`config.mk`:
```
export PLATFORM = sky130hd
export DESIGN_NAME = spi_slave_command_guard
export DESIGN_NICKNAME = d
export VERILOG_FILES = /design/src/spi_guard_pkg.sv /design/src/pin_sync3.sv /design/src/spi_slave_command_guard.sv
export SDC_FILE = /design/constraint.sdc
export NUM_CORES = 1
export LEC_CHECK = 0
export ABC_CLOCK_PERIOD_IN_PS = 7400
export BUFFER_PORTS_ARGS = -buffer_cell sky130_fd_sc_hd__buf_2
export CAP_MARGIN = 30
export CORE_ASPECT_RATIO = 0.5
export CORE_MARGIN = 2
export CORE_UTILIZATION = 58
export DETAILED_ROUTE_END_ITERATION = 10
export PLACE_DENSITY = 0.85
export REMOVE_ABC_BUFFERS = 1
export SLEW_MARGIN = 20
export SYNTH_ARGS = -nofsm -noshare
export SYNTH_HDL_FRONTEND = slang
export SYNTH_HIERARCHICAL = 1
export SYNTH_SLANG_ARGS = --single-unit
```
`constraint.sdc`:
```
create_clock -name i_clk -period 7.4 [get_ports i_clk]
set_clock_uncertainty 0.1 [all_clocks]
set_input_delay 0 -clock i_clk [delete_from_list [all_inputs] [get_ports i_clk]]
set_output_delay 0 -clock i_clk [all_outputs]
set_load 0.01 [all_outputs]
```
`src/spi_guard_pkg.sv`:
```
// Overview of operation
// - each frame moves a 16-bit command in on serial input, 16-bit response out
// - frame opens on chip_select_n low; clocks ignored while it is high
// - received word is interpreted only after chip_select_n returns high
// - serial output released to high impedance whenever chip_select_n is high
// - serial input shifted into receive register on each falling serial clock edge
// - serial output moves to next response bit after each rising serial clock edge
// - invalid or prohibited command sets sticky failure flag and is discarded, except a sleep request lacking a wake source
// - stop to sleep request is refused, flags failure, requests restart mode
// - stop or sleep request in init mode flags failure, requests normal mode
// - watchdog control write with odd data parity flags failure and is dropped
// - configuration change while in stop mode is dropped and flags failure
// - stop mode accepts only triggers, normal, soft reset, stop, status clears
// - stop entry with wake status set pulses interrupt, failure flag untouched
// - stop to normal ignores other mode bits; io reset field changes flag failure
// - sleep request with no wake source outside init mode flags failure and requests restart
// - sleep request refused for lack of wake source still applies the rest of its data byte
// - stop request with no wake source is accepted without failure outside init mode
// - after first regulator-on write the regulator voltage field stays frozen
// - boost voltage change while boost enabled is dropped and flags failure
// - all-zero or all-one received word is invalid and flags failure
// - word: address bits 6..0, access bit 7, data byte bits 15..8
// - clock count other than 0 or 16 drops word, reports error bit next frame
package spi_guard_pkg;

  // frame layout
  localparam int        FRAME_BITS    = 16;
  localparam int        ADDR_W        = 7;
  localparam int        ACCESS_POS    = 7;
  localparam int        DATA_LSB      = 8;

  // register offsets
  localparam logic [6:0] MODE_CTRL_ADDR   = 7'h01;
  localparam logic [6:0] SUPPLY_CTRL_ADDR = 7'h02;
  localparam logic [6:0] WATCHDOG_ADDR    = 7'h03;
  localparam logic [6:0] BOOST_CTRL_ADDR  = 7'h0a;
  localparam logic [6:0] STATUS_BASE      = 7'h40;
  localparam logic [6:0] DEV_STATUS_ADDR  = 7'h43;

  // field positions inside the data byte
  localparam int        MODE_FIELD_HI = 7;
  localparam int        MODE_FIELD_LO = 6;
  localparam int        IO_OV_RST_POS = 5;
  localparam int        IO_RT_HI      = 4;
  localparam int        IO_RT_LO      = 3;
  localparam int        EXT_ON_POS    = 2;
  localparam int        EXT_VSEL_HI   = 1;
  localparam int        EXT_VSEL_LO   = 0;
  localparam int        BOOST_EN_POS  = 0;
  localparam int        BOOST_V_HI    = 2;
  localparam int        BOOST_V_LO    = 1;
  localparam int        FAIL_CLR_POS  = 3;

  // mode field codes in a command
  localparam logic [1:0] CMD_NORMAL = 2'h0;
  localparam logic [1:0] CMD_SLEEP  = 2'h1;
  localparam logic [1:0] CMD_STOP   = 2'h2;
  localparam logic [1:0] CMD_RESET  = 2'h3;

  // device mode codes, used for current mode and for requests
  localparam logic [2:0] MODE_INIT    = 3'h0;
  localparam logic [2:0] MODE_NORMAL  = 3'h1;
  localparam logic [2:0] MODE_STOP    = 3'h2;
  localparam logic [2:0] MODE_SLEEP   = 3'h3;
  localparam logic [2:0] MODE_RESTART = 3'h4;
  localparam logic [2:0] MODE_SOFTRST = 3'h5;

  // interrupt low time
  localparam int        CLK_PERIOD_NS  = 10;
  localparam int        INT_LOW_NS     = 1000;
  localparam int        INT_LOW_CYCLES = (INT_LOW_NS + CLK_PERIOD_NS - 1) / CLK_PERIOD_NS;

endpackage : spi_guard_pkg

```
`src/pin_sync3.sv`:
```
`timescale 1ns/1ps
// three-stage pin synchroniser; a change counts once stages two and three agree
module pin_sync3 #(
  parameter int         WIDTH     = 1,
  parameter logic [7:0] RESET_VAL = 8'h00
) (
  // clock and reset
  input  wire logic             i_clk,
  input  wire logic             i_resetn,
  // pins and filtered result
  input  wire logic [WIDTH-1:0] i_pin,
  output logic      [WIDTH-1:0] o_level
);

  initial begin
    if (WIDTH < 1 || WIDTH > 8) $error("pin_sync3: WIDTH must be 1 to 8");
  end

  typedef struct packed {
    logic [WIDTH-1:0] ff1;
    logic [WIDTH-1:0] ff2;
    logic [WIDTH-1:0] ff3;
    logic [WIDTH-1:0] level;
  } sync_state_t;

  sync_state_t s;
  sync_state_t next_s;

  // ff1 feeds only ff2, so a metastable first stage never reaches logic
  always_comb begin
    next_s     = s;
    next_s.ff1 = i_pin;
    next_s.ff2 = s.ff1;
    next_s.ff3 = s.ff2;
    for (int i = 0; i < WIDTH; i++) begin
      if (s.ff2[i] == s.ff3[i]) begin
        next_s.level[i] = s.ff3[i];
      end
    end
  end

  always_ff @(posedge i_clk or negedge i_resetn) begin
    if (!i_resetn) begin
      s <= {4{RESET_VAL[WIDTH-1:0]}};
    end else begin
      s <= next_s;
    end
  end

  assign o_level = s.level;

endmodule : pin_sync3

```
`src/spi_slave_command_guard.sv`:
```
`timescale 1ns/1ps
module spi_slave_command_guard #(
  parameter int FRAME_BITS = spi_guard_pkg::FRAME_BITS
) (
  // clock and reset
  input  wire logic       i_clk,
  input  wire logic       i_resetn,
  // serial pins
  input  wire logic       i_sclk,
  input  wire logic       i_chip_select_n,
  input  wire logic       i_sdi,
  output logic            o_sdo,
  output logic            o_sdo_oe_n,
  // response word and device state
  input  wire logic [15:0] i_resp_word,
  input  wire logic [2:0]  i_mode,
  input  wire logic [7:0]  i_mode_ctrl_now,
  input  wire logic [7:0]  i_supply_ctrl_now,
  input  wire logic [7:0]  i_watchdog_now,
  input  wire logic [7:0]  i_boost_ctrl_now,
  input  wire logic        i_no_wake_source,
  input  wire logic [7:0]  i_wake_status_a,
  input  wire logic [7:0]  i_wake_status_b,
  // accepted access towards the register file
  output logic            o_apply,
  output logic [6:0]      o_apply_addr,
  output logic [7:0]      o_apply_data,
  output logic            o_apply_write,
  // mode request towards the mode controller
  output logic            o_mode_req_valid,
  output logic [2:0]      o_mode_req,
  // status
  output logic            o_cmd_fail,
  output logic            o_spi_err,
  output logic            o_interrupt_out_n
);

  localparam int CW = $clog2(FRAME_BITS + 1) + 1;
  localparam int IW = $clog2(spi_guard_pkg::INT_LOW_CYCLES + 1);
  localparam logic [CW-1:0] FULL_COUNT = CW'(FRAME_BITS);
  localparam logic [CW-1:0] MAX_COUNT  = {CW{1'b1}};
  localparam logic [IW-1:0] INT_LOAD   = IW'(spi_guard_pkg::INT_LOW_CYCLES);

  initial begin
    if (FRAME_BITS != 16) $error("spi_slave_command_guard: frame decode needs 16 bits");
  end

  typedef struct packed {
    logic [15:0]   rx;
    logic [15:0]   tx;
    logic [CW-1:0] cnt;
    logic          active;
    logic          edge_bad;
    logic          err;
    logic          ext_locked;
    logic          fail;
    logic          apply;
    logic [6:0]    apply_addr;
    logic [7:0]    apply_data;
    logic          apply_write;
    logic          mode_req_valid;
    logic [2:0]    mode_req;
    logic [IW-1:0] int_cnt;
    logic          int_n;
    logic          sdo;
    logic          sdo_oe_n;
    logic          sclk_q;
    logic          cs_q;
  } guard_state_t;

  guard_state_t s;
  guard_state_t next_s;

  // pin synchronisers: sclk, chip select, data in
  logic [2:0] pins;

  pin_sync3 #(
    .WIDTH     (3),
    .RESET_VAL (8'h02)
  ) u_sync (
    .i_clk    (i_clk),
    .i_resetn (i_resetn),
    .i_pin    ({i_sdi, i_chip_select_n, i_sclk}),
    .o_level  (pins)
  );

  logic sclk;
  logic cs_n;
  logic sdi;
  assign sclk = pins[0];
  assign cs_n = pins[1];
  assign sdi  = pins[2];

  // command mode code to device mode request
  function automatic logic [2:0] mode_of(input logic [1:0] code);
    case (code)
      spi_guard_pkg::CMD_NORMAL: mode_of = spi_guard_pkg::MODE_NORMAL;
      spi_guard_pkg::CMD_SLEEP:  mode_of = spi_guard_pkg::MODE_SLEEP;
      spi_guard_pkg::CMD_STOP:   mode_of = spi_guard_pkg::MODE_STOP;
      default:                   mode_of = spi_guard_pkg::MODE_SOFTRST;
    endcase
  endfunction : mode_of

  // frame tracking, shifting and command guarding
  always_comb begin
    logic        cs_fall;
    logic        cs_rise;
    logic        bad;
    logic [15:0] w;
    logic [6:0]  addr;
    logic        acc;
    logic [7:0]  d;
    logic [1:0]  req;
    logic        set_fail;
    logic        clr_fail;
    logic        do_apply;
    logic        in_stop;
    cs_fall  = s.cs_q & ~cs_n;
    cs_rise  = ~s.cs_q & cs_n;
    bad      = 1'b0;
    w        = s.rx;
    addr     = w[spi_guard_pkg::ADDR_W-1:0];
    acc      = w[spi_guard_pkg::ACCESS_POS];
    d        = w[15:spi_guard_pkg::DATA_LSB];
    req      = d[spi_guard_pkg::MODE_FIELD_HI:spi_guard_pkg::MODE_FIELD_LO];
    set_fail = 1'b0;
    clr_fail = 1'b0;
    do_apply = 1'b0;
    in_stop  = (i_mode == spi_guard_pkg::MODE_STOP);

    next_s                = s;
    next_s.sclk_q         = sclk;
    next_s.cs_q           = cs_n;
    next_s.apply          = 1'b0;
    next_s.mode_req_valid = 1'b0;

    // interrupt hold; long enough for a slow port poll to see it
    if (s.int_cnt != '0) begin
      next_s.int_cnt = s.int_cnt - IW'(1);
    end
    next_s.int_n = (next_s.int_cnt == '0);

    if (cs_fall) begin
      // error bit replaces the first response bit, valid before any clock
      next_s.active   = 1'b1;
      next_s.cnt      = '0;
      next_s.edge_bad = sclk;
      next_s.tx       = {i_resp_word[15:1], s.err};
      next_s.sdo      = s.err;
      next_s.sdo_oe_n = 1'b0;
    end else if (s.active && !cs_n) begin
      if (s.sclk_q && !sclk) begin
        next_s.rx = {sdi, s.rx[15:1]};
        if (s.cnt != MAX_COUNT) begin
          next_s.cnt = s.cnt + CW'(1);
        end
      end
      if (!s.sclk_q && sclk) begin
        next_s.tx  = {1'b0, s.tx[15:1]};
        next_s.sdo = s.tx[1];
      end
    end

    if (cs_rise && s.active) begin
      next_s.active   = 1'b0;
      next_s.sdo_oe_n = 1'b1;
      next_s.sdo      = 1'b0;
      bad = s.edge_bad | sclk | ((s.cnt != '0) && (s.cnt != FULL_COUNT));
      next_s.err = bad;
      // interpretation happens only here, after the select is released
      if (!bad && s.cnt == FULL_COUNT &&
          i_mode != spi_guard_pkg::MODE_SLEEP && i_mode != spi_guard_pkg::MODE_RESTART) begin
        if (w == 16'h0000 || w == 16'hffff) begin
          set_fail = 1'b1;
        end else if (!acc) begin
          do_apply = 1'b0;
        end else if (addr >= spi_guard_pkg::STATUS_BASE) begin
          // read-and-clear is legal in every interpreting mode
          do_apply = 1'b1;
          if (addr == spi_guard_pkg::DEV_STATUS_ADDR && d[spi_guard_pkg::FAIL_CLR_POS]) begin
            clr_fail = 1'b1;
          end
        end else if (addr == spi_guard_pkg::MODE_CTRL_ADDR) begin
          next_s.mode_req = mode_of(req);
          next_s.mode_req_valid = 1'b1;
          if (in_stop) begin
            if (req == spi_guard_pkg::CMD_SLEEP) begin
              set_fail        = 1'b1;
              next_s.mode_req = spi_guard_pkg::MODE_RESTART;
            end else if (req == spi_guard_pkg::CMD_NORMAL &&
                         (d[spi_guard_pkg::IO_OV_RST_POS] !=
                          i_mode_ctrl_now[spi_guard_pkg::IO_OV_RST_POS] ||
                          d[spi_guard_pkg::IO_RT_HI:spi_guard_pkg::IO_RT_LO] !=
                          i_mode_ctrl_now[spi_guard_pkg::IO_RT_HI:spi_guard_pkg::IO_RT_LO])) begin
              set_fail = 1'b1;
            end
            // other mode bits stay as they are: no write in stop mode
          end else if (i_mode == spi_guard_pkg::MODE_INIT &&
                       (req == spi_guard_pkg::CMD_STOP || req == spi_guard_pkg::CMD_SLEEP)) begin
            set_fail        = 1'b1;
            next_s.mode_req = spi_guard_pkg::MODE_NORMAL;
          end else if (req == spi_guard_pkg::CMD_SLEEP && i_no_wake_source) begin
            set_fail        = 1'b1;
            next_s.mode_req = spi_guard_pkg::MODE_RESTART;
            do_apply        = 1'b1;
          end else begin
            do_apply = 1'b1;
            if (req == spi_guard_pkg::CMD_STOP &&
                (i_wake_status_a != 8'h00 || i_wake_status_b != 8'h00)) begin
              next_s.int_cnt = INT_LOAD;
              next_s.int_n   = 1'b0;
            end
          end
        end else if (addr == spi_guard_pkg::WATCHDOG_ADDR) begin
          if (^d) begin
            set_fail = 1'b1;
          end else if (in_stop && d != i_watchdog_now) begin
            set_fail = 1'b1;
          end else begin
            do_apply = 1'b1;
          end
        end else if (in_stop) begin
          set_fail = 1'b1;
        end else if (addr == spi_guard_pkg::BOOST_CTRL_ADDR &&
                     i_boost_ctrl_now[spi_guard_pkg::BOOST_EN_POS] &&
                     d[spi_guard_pkg::BOOST_V_HI:spi_guard_pkg::BOOST_V_LO] !=
                     i_boost_ctrl_now[spi_guard_pkg::BOOST_V_HI:spi_guard_pkg::BOOST_V_LO]) begin
          set_fail = 1'b1;
        end else begin
          do_apply = 1'b1;
          if (addr == spi_guard_pkg::SUPPLY_CTRL_ADDR) begin
            if (s.ext_locked) begin
              d[spi_guard_pkg::EXT_VSEL_HI:spi_guard_pkg::EXT_VSEL_LO] =
                i_supply_ctrl_now[spi_guard_pkg::EXT_VSEL_HI:spi_guard_pkg::EXT_VSEL_LO];
            end
            if (d[spi_guard_pkg::EXT_ON_POS]) begin
              next_s.ext_locked = 1'b1;
            end
          end
        end
      end
    end

    // a prohibited command never reaches the register file, except a sleep request refused for lack of wake source
    next_s.apply = do_apply;
    if (do_apply) begin
      next_s.apply_addr  = addr;
      next_s.apply_data  = d;
      next_s.apply_write = acc;
    end
    // set wins over a clear landing in the same cycle
    next_s.fail = (s.fail & ~clr_fail) | set_fail;
  end

  always_ff @(posedge i_clk or negedge i_resetn) begin
    if (!i_resetn) begin
      s          <= '0;
      s.int_n    <= 1'b1;
      s.sdo_oe_n <= 1'b1;
      s.cs_q     <= 1'b1;
      s.mode_req <= spi_guard_pkg::MODE_INIT;
    end else begin
      s <= next_s;
    end
  end

  // outputs straight from the state register
  assign o_sdo             = s.sdo;
  assign o_sdo_oe_n        = s.sdo_oe_n;
  assign o_apply           = s.apply;
  assign o_apply_addr      = s.apply_addr;
  assign o_apply_data      = s.apply_data;
  assign o_apply_write     = s.apply_write;
  assign o_mode_req_valid  = s.mode_req_valid;
  assign o_mode_req        = s.mode_req;
  assign o_cmd_fail        = s.fail;
  assign o_spi_err         = s.err;
  assign o_interrupt_out_n = s.int_n;

endmodule : spi_slave_command_guard

```
* Yosys cells after proc, flatten, opt, wreduce, memory -nomap -nowiden
Cells that the tools add are included.
Word-level totals: output and inout bits 26, register bits after elaboration 88, bits of input ports 73, logic and storage cells 185
Cells by class: bitwise gates (word level) 16, equal/unequal tests 21, add/subtract/negate cells 2, reduce and logical (&&, ||, !) cells 46, mux-type cells 73, order comparisons 1
Operators by type and width (count):
- 2-to-1 mux 12 bit | 5
- 2-to-1 mux 22 bit | 2
- 2-to-1 mux 1 bit | 40
- 2-to-1 mux 8 bit | 4
- 2-to-1 mux 2 bit | 12
- equality test 16 bit (second input constant) | 1
- logical AND 1 bit | 16
- logical NOT 16 bit | 1
- 2-to-1 mux 16 bit | 1
- nonzero test 8 bit | 2
- equality test 7 x 2 -> 1 bit (second input constant) | 2
- 2-to-1 mux 14 bit | 1
- 2-to-1 mux 3 bit | 4
- 2-to-1 mux 6 bit | 2
- AND reduction 11 bit | 1
- NOT 1 bit | 10
- nonzero test 2 bit | 5
- one-hot mux 3 bit (3 select lines) | 1
- != test 8 bit | 1
- XOR reduction 8 bit | 1
- equality test 7 x 1 -> 1 bit (second input constant) | 1
- equality test 7 x 4 -> 1 bit (second input constant) | 1
- equality test 7 bit (second input constant) | 1
- >= comparator 7 bit (second input constant) | 1
- other kinds (27) | 43

* Logic depth before layout (Yosys ltp)
Gate-level depths: netlist of run 1.
depth in word-level cells 13, gate-level depth with buffers 10, gate-level depth less buffers 8

* By module
The synthesis of run 1 kept the hierarchy.
Modules (own cells, without submodules):
- spi_slave_command_guard | sequential area each 1880.6 sq um, area each 4022.6 sq um, cells each 384, times used 1
- pin_sync3 | sequential area each 305.3 sq um, area each 361.6 sq um, cells each 18, times used 1

* Worst setup path after synthesis of run 1
OpenSTA, ideal clock, no wires.
path kind register -> register, start register u_sync.s, in the netlist u_sync/o_level[1], end register s, in the netlist o_apply_addr[0], data required time 7.175 ns, cell stages (with the launch flop) 10, path buffers 3, slack 4.769 ns, setup time 0.125 ns, period minus slack after synthesis 2.631 ns, data arrival time 2.406 ns, path through dfstp_2 > buf_4 > and3b_1 > and3_1 > and4_1 > clkbuf_1 > nand2_1 > a211oi_4 > buf_8 > mux2_4
Between the ends: cells in the longest elaborated chain, start to end 3
Ends and longest elaborated chain:
- from (decl) | RTL line pin_sync3.sv:26 | sync_state_t s;
- from (signal assigned) | RTL line pin_sync3.sv:44 | s <= {4{RESET_VAL[WIDTH-1:0]}};
- from (signal assigned) | RTL line pin_sync3.sv:46 | s <= next_s;
- bitwise AND 1 bit | RTL line spi_slave_command_guard.sv:119 | cs_rise = ~s.cs_q & cs_n;
- logical AND 1 bit | RTL line spi_slave_command_guard.sv:164 | if (cs_rise && s.active) begin
- 2-to-1 mux 1 bit | RTL line spi_slave_command_guard.sv:164
- to (signal assigned) | RTL line spi_slave_command_guard.sv:263 | s <= next_s;
- to (decl) | RTL line spi_slave_command_guard.sv:71 | guard_state_t s;
No other way between the ends. A chain may end at the register's enable or synchronous reset.

* Final worst setup path of run 1
start register s[74] in the netlist's numbering, end register s, in the netlist o_apply_data[0]
Between the ends: cells in the longest elaborated chain, start to end 11, elaborated cells between the ends (all ways) 24, classes of those cells eq/ne (4); mux (14); reduce/logical (6)
Ends and longest elaborated chain:
- != test 8 bit (tied with other cells) | RTL line spi_slave_command_guard.sv:217 | end else if (in_stop && d != i_watchdog_now) begin
- logical AND 1 bit or logical OR 1 bit (tied branches) | RTL line spi_slave_command_guard.sv:217, spi_slave_command_guard.sv:199
- 2-to-1 mux 1 bit or logical AND 1 bit (tied branches) | RTL line spi_slave_command_guard.sv:217, spi_slave_command_guard.sv:198
- 2-to-1 mux 1 bit, on equally long branches | RTL line spi_slave_command_guard.sv:215, spi_slave_command_guard.sv:198
- 2-to-1 mux 1 bit, on equally long branches | RTL line spi_slave_command_guard.sv:214, spi_slave_command_guard.sv:186
- 2-to-1 mux 1 bit | RTL line spi_slave_command_guard.sv:183 | end else if (addr == spi_guard_pkg::MODE_CTRL_ADDR) begin
- 2-to-1 mux 1 bit | RTL line spi_slave_command_guard.sv:177 | end else if (addr >= spi_guard_pkg::STATUS_BASE) begin
- 2-to-1 mux 1 bit | RTL line spi_slave_command_guard.sv:175 | end else if (!acc) begin
- 2-to-1 mux 1 bit | RTL line spi_slave_command_guard.sv:173 | if (w == 16'h0000 || w == 16'hffff) begin
- 2-to-1 mux 1 bit | RTL line spi_slave_command_guard.sv:171 | if (!bad && s.cnt == FULL_COUNT &&
- 2-to-1 mux 1 bit | RTL line spi_slave_command_guard.sv:164
Several ways; a longest one is shown, not always the timed one.

==> results of run 1 <==
registers in the layout (all words and copies together) (netlist names), 3 cells and up:
register	flops
o_mode_req	3
u_sync/next_s	6
u_sync/s	3
u_sync/o_level	3
o_apply_data	8
s	49
o_apply_addr	7
worst reg2reg max path: stages (launching register included):
cell and delay, ns:
sky130_fd_sc_hd__dfrtp_1 0.52, sky130_fd_sc_hd__inv_1 0.13, sky130_fd_sc_hd__ha_1 0.24, sky130_fd_sc_hd__and3_1 0.17
sky130_fd_sc_hd__a31oi_1 0.49, sky130_fd_sc_hd__nand2_1 0.20, sky130_fd_sc_hd__a211oi_4 0.54, sky130_fd_sc_hd__buf_6 0.24
sky130_fd_sc_hd__mux2_2 0.35
metal layers:
| metal | track usage (%) | share of wire (%) | wire, µm | up-vias |
|---|---|---|---|---|
| met5 | 0 | 0 | 0 | - |
| met4 | 6.04 | 0.79 | 66 | 0 |
| met3 | 7.49 | 5.1 | 427 | 5 |
| met2 | 36.8 | 48 | 4050 | 73 |
| met1 | 27.3 | 46 | 3840 | 1543 |
| li1 | - | - | - | 1565 |
worst max path at each step:
stage,from,endpoint,slack [ns],cells past startpoint
detailed placement,s[74],o_apply_data[3],4.10,7
global placement,s[74],o_apply_data[5],4.12,7
CTS,s[74],o_apply_data[0],4.10,7
floorplan,s[74],o_apply_data[0],4.59,8
finish,s[74],o_apply_data[0],4.30,8
global route,s[74],o_apply_data[0],4.05,8
placed cells by master (no fill, tap or decap), types with 4 or more instances in the layout:
cell,synthesis,routed
sky130_fd_sc_hd__nor3_1,5,5
sky130_fd_sc_hd__buf_4,21,5
sky130_fd_sc_hd__nand4_1,10,10
sky130_fd_sc_hd__mux2_2,17,17
sky130_fd_sc_hd__mux2_4,8,8
sky130_fd_sc_hd__xnor2_1,17,17
sky130_fd_sc_hd__a211oi_1,5,5
sky130_fd_sc_hd__dfrtp_1,80,80
sky130_fd_sc_hd__ha_1,15,15
sky130_fd_sc_hd__nand2_1,28,28
sky130_fd_sc_hd__nor4_1,7,7
sky130_fd_sc_hd__mux2i_1,15,15
sky130_fd_sc_hd__o21ai_0,13,13
sky130_fd_sc_hd__dlygate4sd3_1,0,23
sky130_fd_sc_hd__a21oi_1,22,22
sky130_fd_sc_hd__a31oi_1,4,4
sky130_fd_sc_hd__buf_2,0,80
sky130_fd_sc_hd__xor2_1,8,8
sky130_fd_sc_hd__dfstp_2,7,7
sky130_fd_sc_hd__and3_1,8,8
sky130_fd_sc_hd__nor2_1,37,37
sky130_fd_sc_hd__clkbuf_16,0,9
sky130_fd_sc_hd__nand3_1,8,8
sky130_fd_sc_hd__inv_1,17,17
power breakdown:
part           switching [µW]  leakage (µW)  internal (µW)
sequential               47.0       0.00109            535
clock                     181      0.000142            296
combinational             126       0.00129            113
metrics by stage:
step | cell area, µm² | util [%] | total power (µW) | hold slack, ns | setup WS, ns
after floorplan | 4160 | - | 739 | -0.396 | 4.59
after global routing | 5310 | 72.5 | 1370 | 0.0347 | 4.05
after detailed placement | 4720 | 64.5 | 818 | -0.254 | 4.10
final | 5310 | 72.5 | 1300 | 0.0159 | 4.30
after CTS | 5270 | 72.0 | 1310 | 0.00663 | 4.10
after global placement | 4720 | 64.5 | 808 | -0.256 | 4.12
cell families after synthesis:
family	after synthesis	share of synthesized area (%)
mux	40	10.5
fa+ha+maj	19	5.28
xor+xnor	25	4.99
compound gates	58	8.36
buf+inv	50	6.51
flops	87	49.9
simple gates	123	14.5
timing repair:
item                                    CTS  global route
endpoints found under the setup margin    0             0
hold buffers                             23             0
endpoints found under the hold margin   101             0
setup buffers                             0             0
resized for setup                         0             0
area by class of cell:
cell class              count  share of cell area [%]
well taps                  96                    2.26
clock inverters             5                    1.56
inverters                  17                    1.20
repair buffers            110                    13.3
clock buffers              11                    4.38
flip-flops and latches     87                    41.2
multi-input cells         265                    36.1
==> impl_metrics.yaml, run 1 <==
outcome:
  status: "completed"
hold_path:
  hp-class: "in2reg"
  hold-path-cell-count: 4
  whs_endpoint: "o_mode_req[0]"
  worst_hold_startpoint: "i_no_wake_source"
floorplanning:
  floorplan.die.width_um: 127
  placeableCoreArea_mm2: 0.00732
  design.die.area_mm2: 0.00831
  std_cell_rows: 22
  start_util_pct: 59.9
  pin_count: 99
  dieHeight_um: 65.5
setup_path:
  critical-path-slowest-cell: "sky130_fd_sc_hd__a211oi_4"
  end_kind: "register"
  crit_chain: "inv_1 -> ha_1 -> and3_1 -> a31oi_1 -> nand2_1 -> a211oi_4 -> buf_6 -> mux2_2"
  worstReg2RegEnd: "o_apply_data[0]"
  cp_data_arrival_time_ns: 3.22
  worstSetupPathType: "reg2reg"
  crit_fanout: 9
  worst-r2r-cell-count: 8
  setup.worst_path.start_class: "register"
  crit_path_max_incr_delay_ns: 0.54
  required_ns: 7.52
  reg2reg_slack_ns: 4.30
  crit_family: "compound AO/OA/AOI/OAI gates"
  startpoint_of_the_lowest_slack_register_to_register_path: "s[74]"
  path_buf_inv: 2
layout:
  syn_to_final_growth_pct: 21.1
  layout.filler_cells: 522
  final_cells: 591
  multiInputGateArea_mm2: 0.00192
  sequential_cell_area_mm2: 0.00219
  num-nets-final: 578
  diodes: 0
  layout_cell_share_with_drive_strength_beyond_1_pct: 28.7
detailed_routing:
  detail_route.drc_violations: 0
  via_per_inst: 5.39
  detailedRoute.firstPassIterationCount: 4
  wl_per_cell_um: 14.2
  detail-route-antenna-nets: 0
  drt_iter0_drc: 138
  drt_wl_total_um: 8380
  route.vias.total: 3186
synthesis:
  postSynth.asyncResetShare_pct: 100
  synth_seq_area_share_pct: 49.9
  synthMostInstantiatedCell: "sky130_fd_sc_hd__dfrtp_1"
  synth_top_cell_by_area: "sky130_fd_sc_hd__dfrtp_1"
  synth_enable_flop_cells: 0
  ys_ff_latch: 87
  synth_warnings: 6
  cells_after_synthesis: 402
  mappedNetlistArea_mm2: 0.00438
  synth.area.top_cells: "sky130_fd_sc_hd__dfrtp_1 46%, sky130_fd_sc_hd__mux2_2 4.4%, sky130_fd_sc_hd__ha_1 4.3%"
  synth_cell_type_count: 50
  yosys_most_used_dff: "sky130_fd_sc_hd__dfrtp_1"
  syn_area_per_cell_um2: 10.9
  yosys.area.top_type_share_pct: 45.7
  synthTopCellsByCount: "80 x sky130_fd_sc_hd__dfrtp_1, 37 x sky130_fd_sc_hd__nor2_1, 28 x sky130_fd_sc_hd__nand2_1"
global_route:
  largest_net_degree_at_the_start_of_global_routing: 77
  grt_antenna_before_repair: 0
  via_count_of_the_first_global_routing_pass: 3040
  globalRouteTotalUtil_pct: 21.8
  total_global_routing_overflow: 0
  grt_pass1_wl_um: 14100
sta:
  min_period_ns: 3.10
  max-slew-margin-rel_pct: 50.5
  worst-slew-pin-transition_ns: 0.737
  report.final.setup_viol: 0
  grt_setup_unrepaired: "no"
  finalCritPeriodShare_pct: 41.9
  setup-tns-final_ns: 0
  final_hold_violation_count: 0
  timing_max_transition_violations_final: 0
  fmax_mhz: 322
clock_tree:
  tritoncts_clock_tree: "built"
  worst_skew_pair.late_latency_ns: 0.34
  cts_buffers: 9
  cts.htree.levels: 3
  clk_transition_reported_paths_ns: 0.06
  clock-root-buffer: "sky130_fd_sc_hd__clkbuf_16"
  cts.sinks: 87
  clock_tree.buffer_depth: 2
power:
  power.static_leakage_uw: 0.00252
  ir_drop_mv: 0.194
  power_density_mw_per_mm2: 244
placement:
  gp_congestion: 0.825
  buffer_ports.inserted: 81
  dpl.cell_count: 550
  dpl.hpwl_um: 5640
job:
  maxCapViolations: 0
No activity file was read; power rests on OpenSTA's default activity.
==> inputs of run 2 (changes only) <==
--- a/config.mk
+++ b/config.mk
@@ -5,14 +5,14 @@
 export SDC_FILE = /design/constraint.sdc
 export NUM_CORES = 1
 export LEC_CHECK = 0
-export ABC_CLOCK_PERIOD_IN_PS = 7400
+export ABC_CLOCK_PERIOD_IN_PS = 2900
 export BUFFER_PORTS_ARGS = -buffer_cell sky130_fd_sc_hd__buf_2
 export CAP_MARGIN = 30
 export CORE_ASPECT_RATIO = 0.5
 export CORE_MARGIN = 2
-export CORE_UTILIZATION = 58
+export CORE_UTILIZATION = 54
 export DETAILED_ROUTE_END_ITERATION = 10
-export PLACE_DENSITY = 0.85
+export PLACE_DENSITY = 0.8
 export REMOVE_ABC_BUFFERS = 1
 export SLEW_MARGIN = 20
 export SYNTH_ARGS = -nofsm -noshare
==> constraint.sdc (replaced) <==
create_clock -name i_clk -period 2.9 [get_ports i_clk]
set_clock_uncertainty 0.1 [all_clocks]
set_input_delay 0 -clock i_clk [delete_from_list [all_inputs] [get_ports i_clk]]
set_output_delay 0 -clock i_clk [all_outputs]
set_load 0.01 [all_outputs]
==> run 2 against run 1 <==
Clock power up 150%; total power rose to 2.5 times the previous value; first-iteration DRC count up 4.3%; worst hold slack better by 0.019 ns; critical endpoint is now o_apply_data[5].
==> impl_metrics.yaml, run 2 (synthesis results as in run 1) <==
setup_path:
  reg2reg_slack_ns: 0.22
  required_ns: 3.03
  worstReg2RegEnd: "o_apply_data[5]"
  crit_fanout: 16
  worstSetupPathType: "reg2reg"
  worst-r2r-cell-count: 9
  startpoint_of_the_lowest_slack_register_to_register_path: "s[69]"
  cp_data_arrival_time_ns: 2.81
  critical-path-slowest-cell: "sky130_fd_sc_hd__dfrtp_1"
  end_kind: "register"
  setup.worst_path.start_class: "register"
  crit_path_max_incr_delay_ns: 0.47
  crit_chain: "inv_1 -> ha_1 -> xor2_1 -> xnor2_1 -> nor4_1 -> o22ai_2 -> a211oi_4 -> buf_12 -> mux2_2"
floorplanning:
  dieHeight_um: 67.7
  pin_count: 99
  floorplan.die.width_um: 131
  placeableCoreArea_mm2: 0.00794
  design.die.area_mm2: 0.00890
  start_util_pct: 55.2
  std_cell_rows: 23
hold_path:
  hp-class: "in2reg"
  hold-path-cell-count: 5
  whs_endpoint: "s[5]"
  worst_hold_startpoint: "i_wake_status_b[6]"
outcome:
  status: "completed"
sta:
  final_hold_violation_count: 0
  finalCritPeriodShare_pct: 92.4
  fmax_mhz: 373
  timing_max_transition_violations_final: 0
  grt_setup_unrepaired: "no"
  min_period_ns: 2.68
  report.final.setup_viol: 0
  setup-tns-final_ns: 0
  max-slew-margin-rel_pct: 50.2
  worst-slew-pin-transition_ns: 0.742
  finalHoldWorstSlack_ns: 0.0345
placement:
  dpl.hpwl_um: 5820
  dpl.cell_count: 577
  placed_area_mm2: 0.00484
  gp_congestion: 0.825
  buffer_ports.inserted: 81
detailed_routing:
  detail_route.drc_violations: 0
  route.vias.total: 3126
  detail-route-antenna-nets: 0
  drt_iter0_drc: 144
  via_per_inst: 5.07
  detailedRoute.firstPassIterationCount: 4
  wl_per_cell_um: 13.9
  drt_wl_total_um: 8540
layout:
  layout.filler_cells: 612
  utilization_pct: 67.6
  multiInputGateArea_mm2: 0.00192
  layout_cell_share_with_drive_strength_beyond_1_pct: 30.4
  syn_to_final_growth_pct: 22.5
  num-nets-final: 587
  diodes: 0
  sequential_cell_area_mm2: 0.00219
  largest_register_ff_count: 49
  stdcell_area_mm2: 0.00537
  regMostFlops: "s"
  final_cells: 616
  layout_common_cells: "80 x sky130_fd_sc_hd__buf_2, 80 x sky130_fd_sc_hd__dfrtp_1, 37 x sky130_fd_sc_hd__nor2_1"
global_route:
  globalRouteTotalUtil_pct: 20.3
  grt_antenna_before_repair: 0
  grt_pass1_wl_um: 13900
  largest_net_degree_at_the_start_of_global_routing: 45
  total_global_routing_overflow: 0
  via_count_of_the_first_global_routing_pass: 2921
clock_tree:
  worst_skew_pair.late_latency_ns: 0.34
  cts.sinks: 87
  cts.repair.resized: 0
  clock_tree.buffer_depth: 2
  post_cts_setup_buffer_count: 0
  cts.htree.levels: 3
  clock-root-buffer: "sky130_fd_sc_hd__clkbuf_16"
  holdBufCountCts: 23
  cts_buffers: 9
  clk_transition_reported_paths_ns: 0.07
  tritoncts_clock_tree: "built"
job:
  maxCapViolations: 0
power:
  ir_drop_mv: 0.365
  power.static_leakage_uw: 0.00256
  power_density_mw_per_mm2: 616
## run 2: cell types whose count changed in the layout (fill, tap and decap cells not counted), sizes merged
| cell | previous run | this run |
|---|---|---|
| bufinv | 2 | 1 |
| buf | 87 | 96 |
| inv | 17 | 20 |
| clkbuf | 11 | 9 |
## run 2: stage by stage
stage	total power (µW)	worst slack, ns
6_report	3310	0.221
5_1_grt	3500	0.0736
4_1_cts	3340	0.222
3_5_place_dp	2130	0.238
3_3_place_gp	2110	0.326
2_1_floorplan	1890	0.0900
## run 2: final cells by class
class,instances,area share (%)
clock buffer,9,4.19
clock inverter,7,1.47
inverter,17,1.19
multi-input combinational,265,35.7
sequential,87,40.7
tap,112,2.61
timing repair buffer,119,14.2
## run 2: worst max path at each step
stage | from | endpoint | slack, ns | cells after the start
after floorplan | s[74] | o_apply_data[0] | 0.09 | 8
after global placement | s[69] | o_apply_data[1] | 0.33 | 9
after detailed placement | s[69] | o_apply_data[5] | 0.24 | 9
after CTS | s[69] | o_apply_data[5] | 0.22 | 9
after global routing | s[69] | o_apply_data[4] | 0.07 | 9
final | s[69] | o_apply_data[5] | 0.22 | 9
## run 2: critical path: cells and delay by family, from the launching register on
family,cells,cell delay (ns)
adder cells (fa/ha/maj),1,0.30
XOR/XNOR,2,0.31
AND/OR/NAND/NOR,1,0.36
multiplexers,1,0.35
AO/OA/AOI/OAI,2,0.38
flip-flops,1,0.47
buffers and inverters,2,0.29
## run 2: layer usage
layer | GRT usage, % | part of all wire (%) | up-vias
met5 | 0 | 0 | -
met4 | 6.11 | 0.53 | 0
met3 | 6.01 | 4.0 | 4
met2 | 33.2 | 47 | 61
met1 | 26.7 | 49 | 1473
li1 | - | - | 1588
## run 2: where the power goes
part	switching [µW]	leakage [µW]	total (µW)	internal, µW
clock	494	0.000139	1170	676
combinational	363	0.00133	689	326
sequential	85.1	0.00109	1450	1360
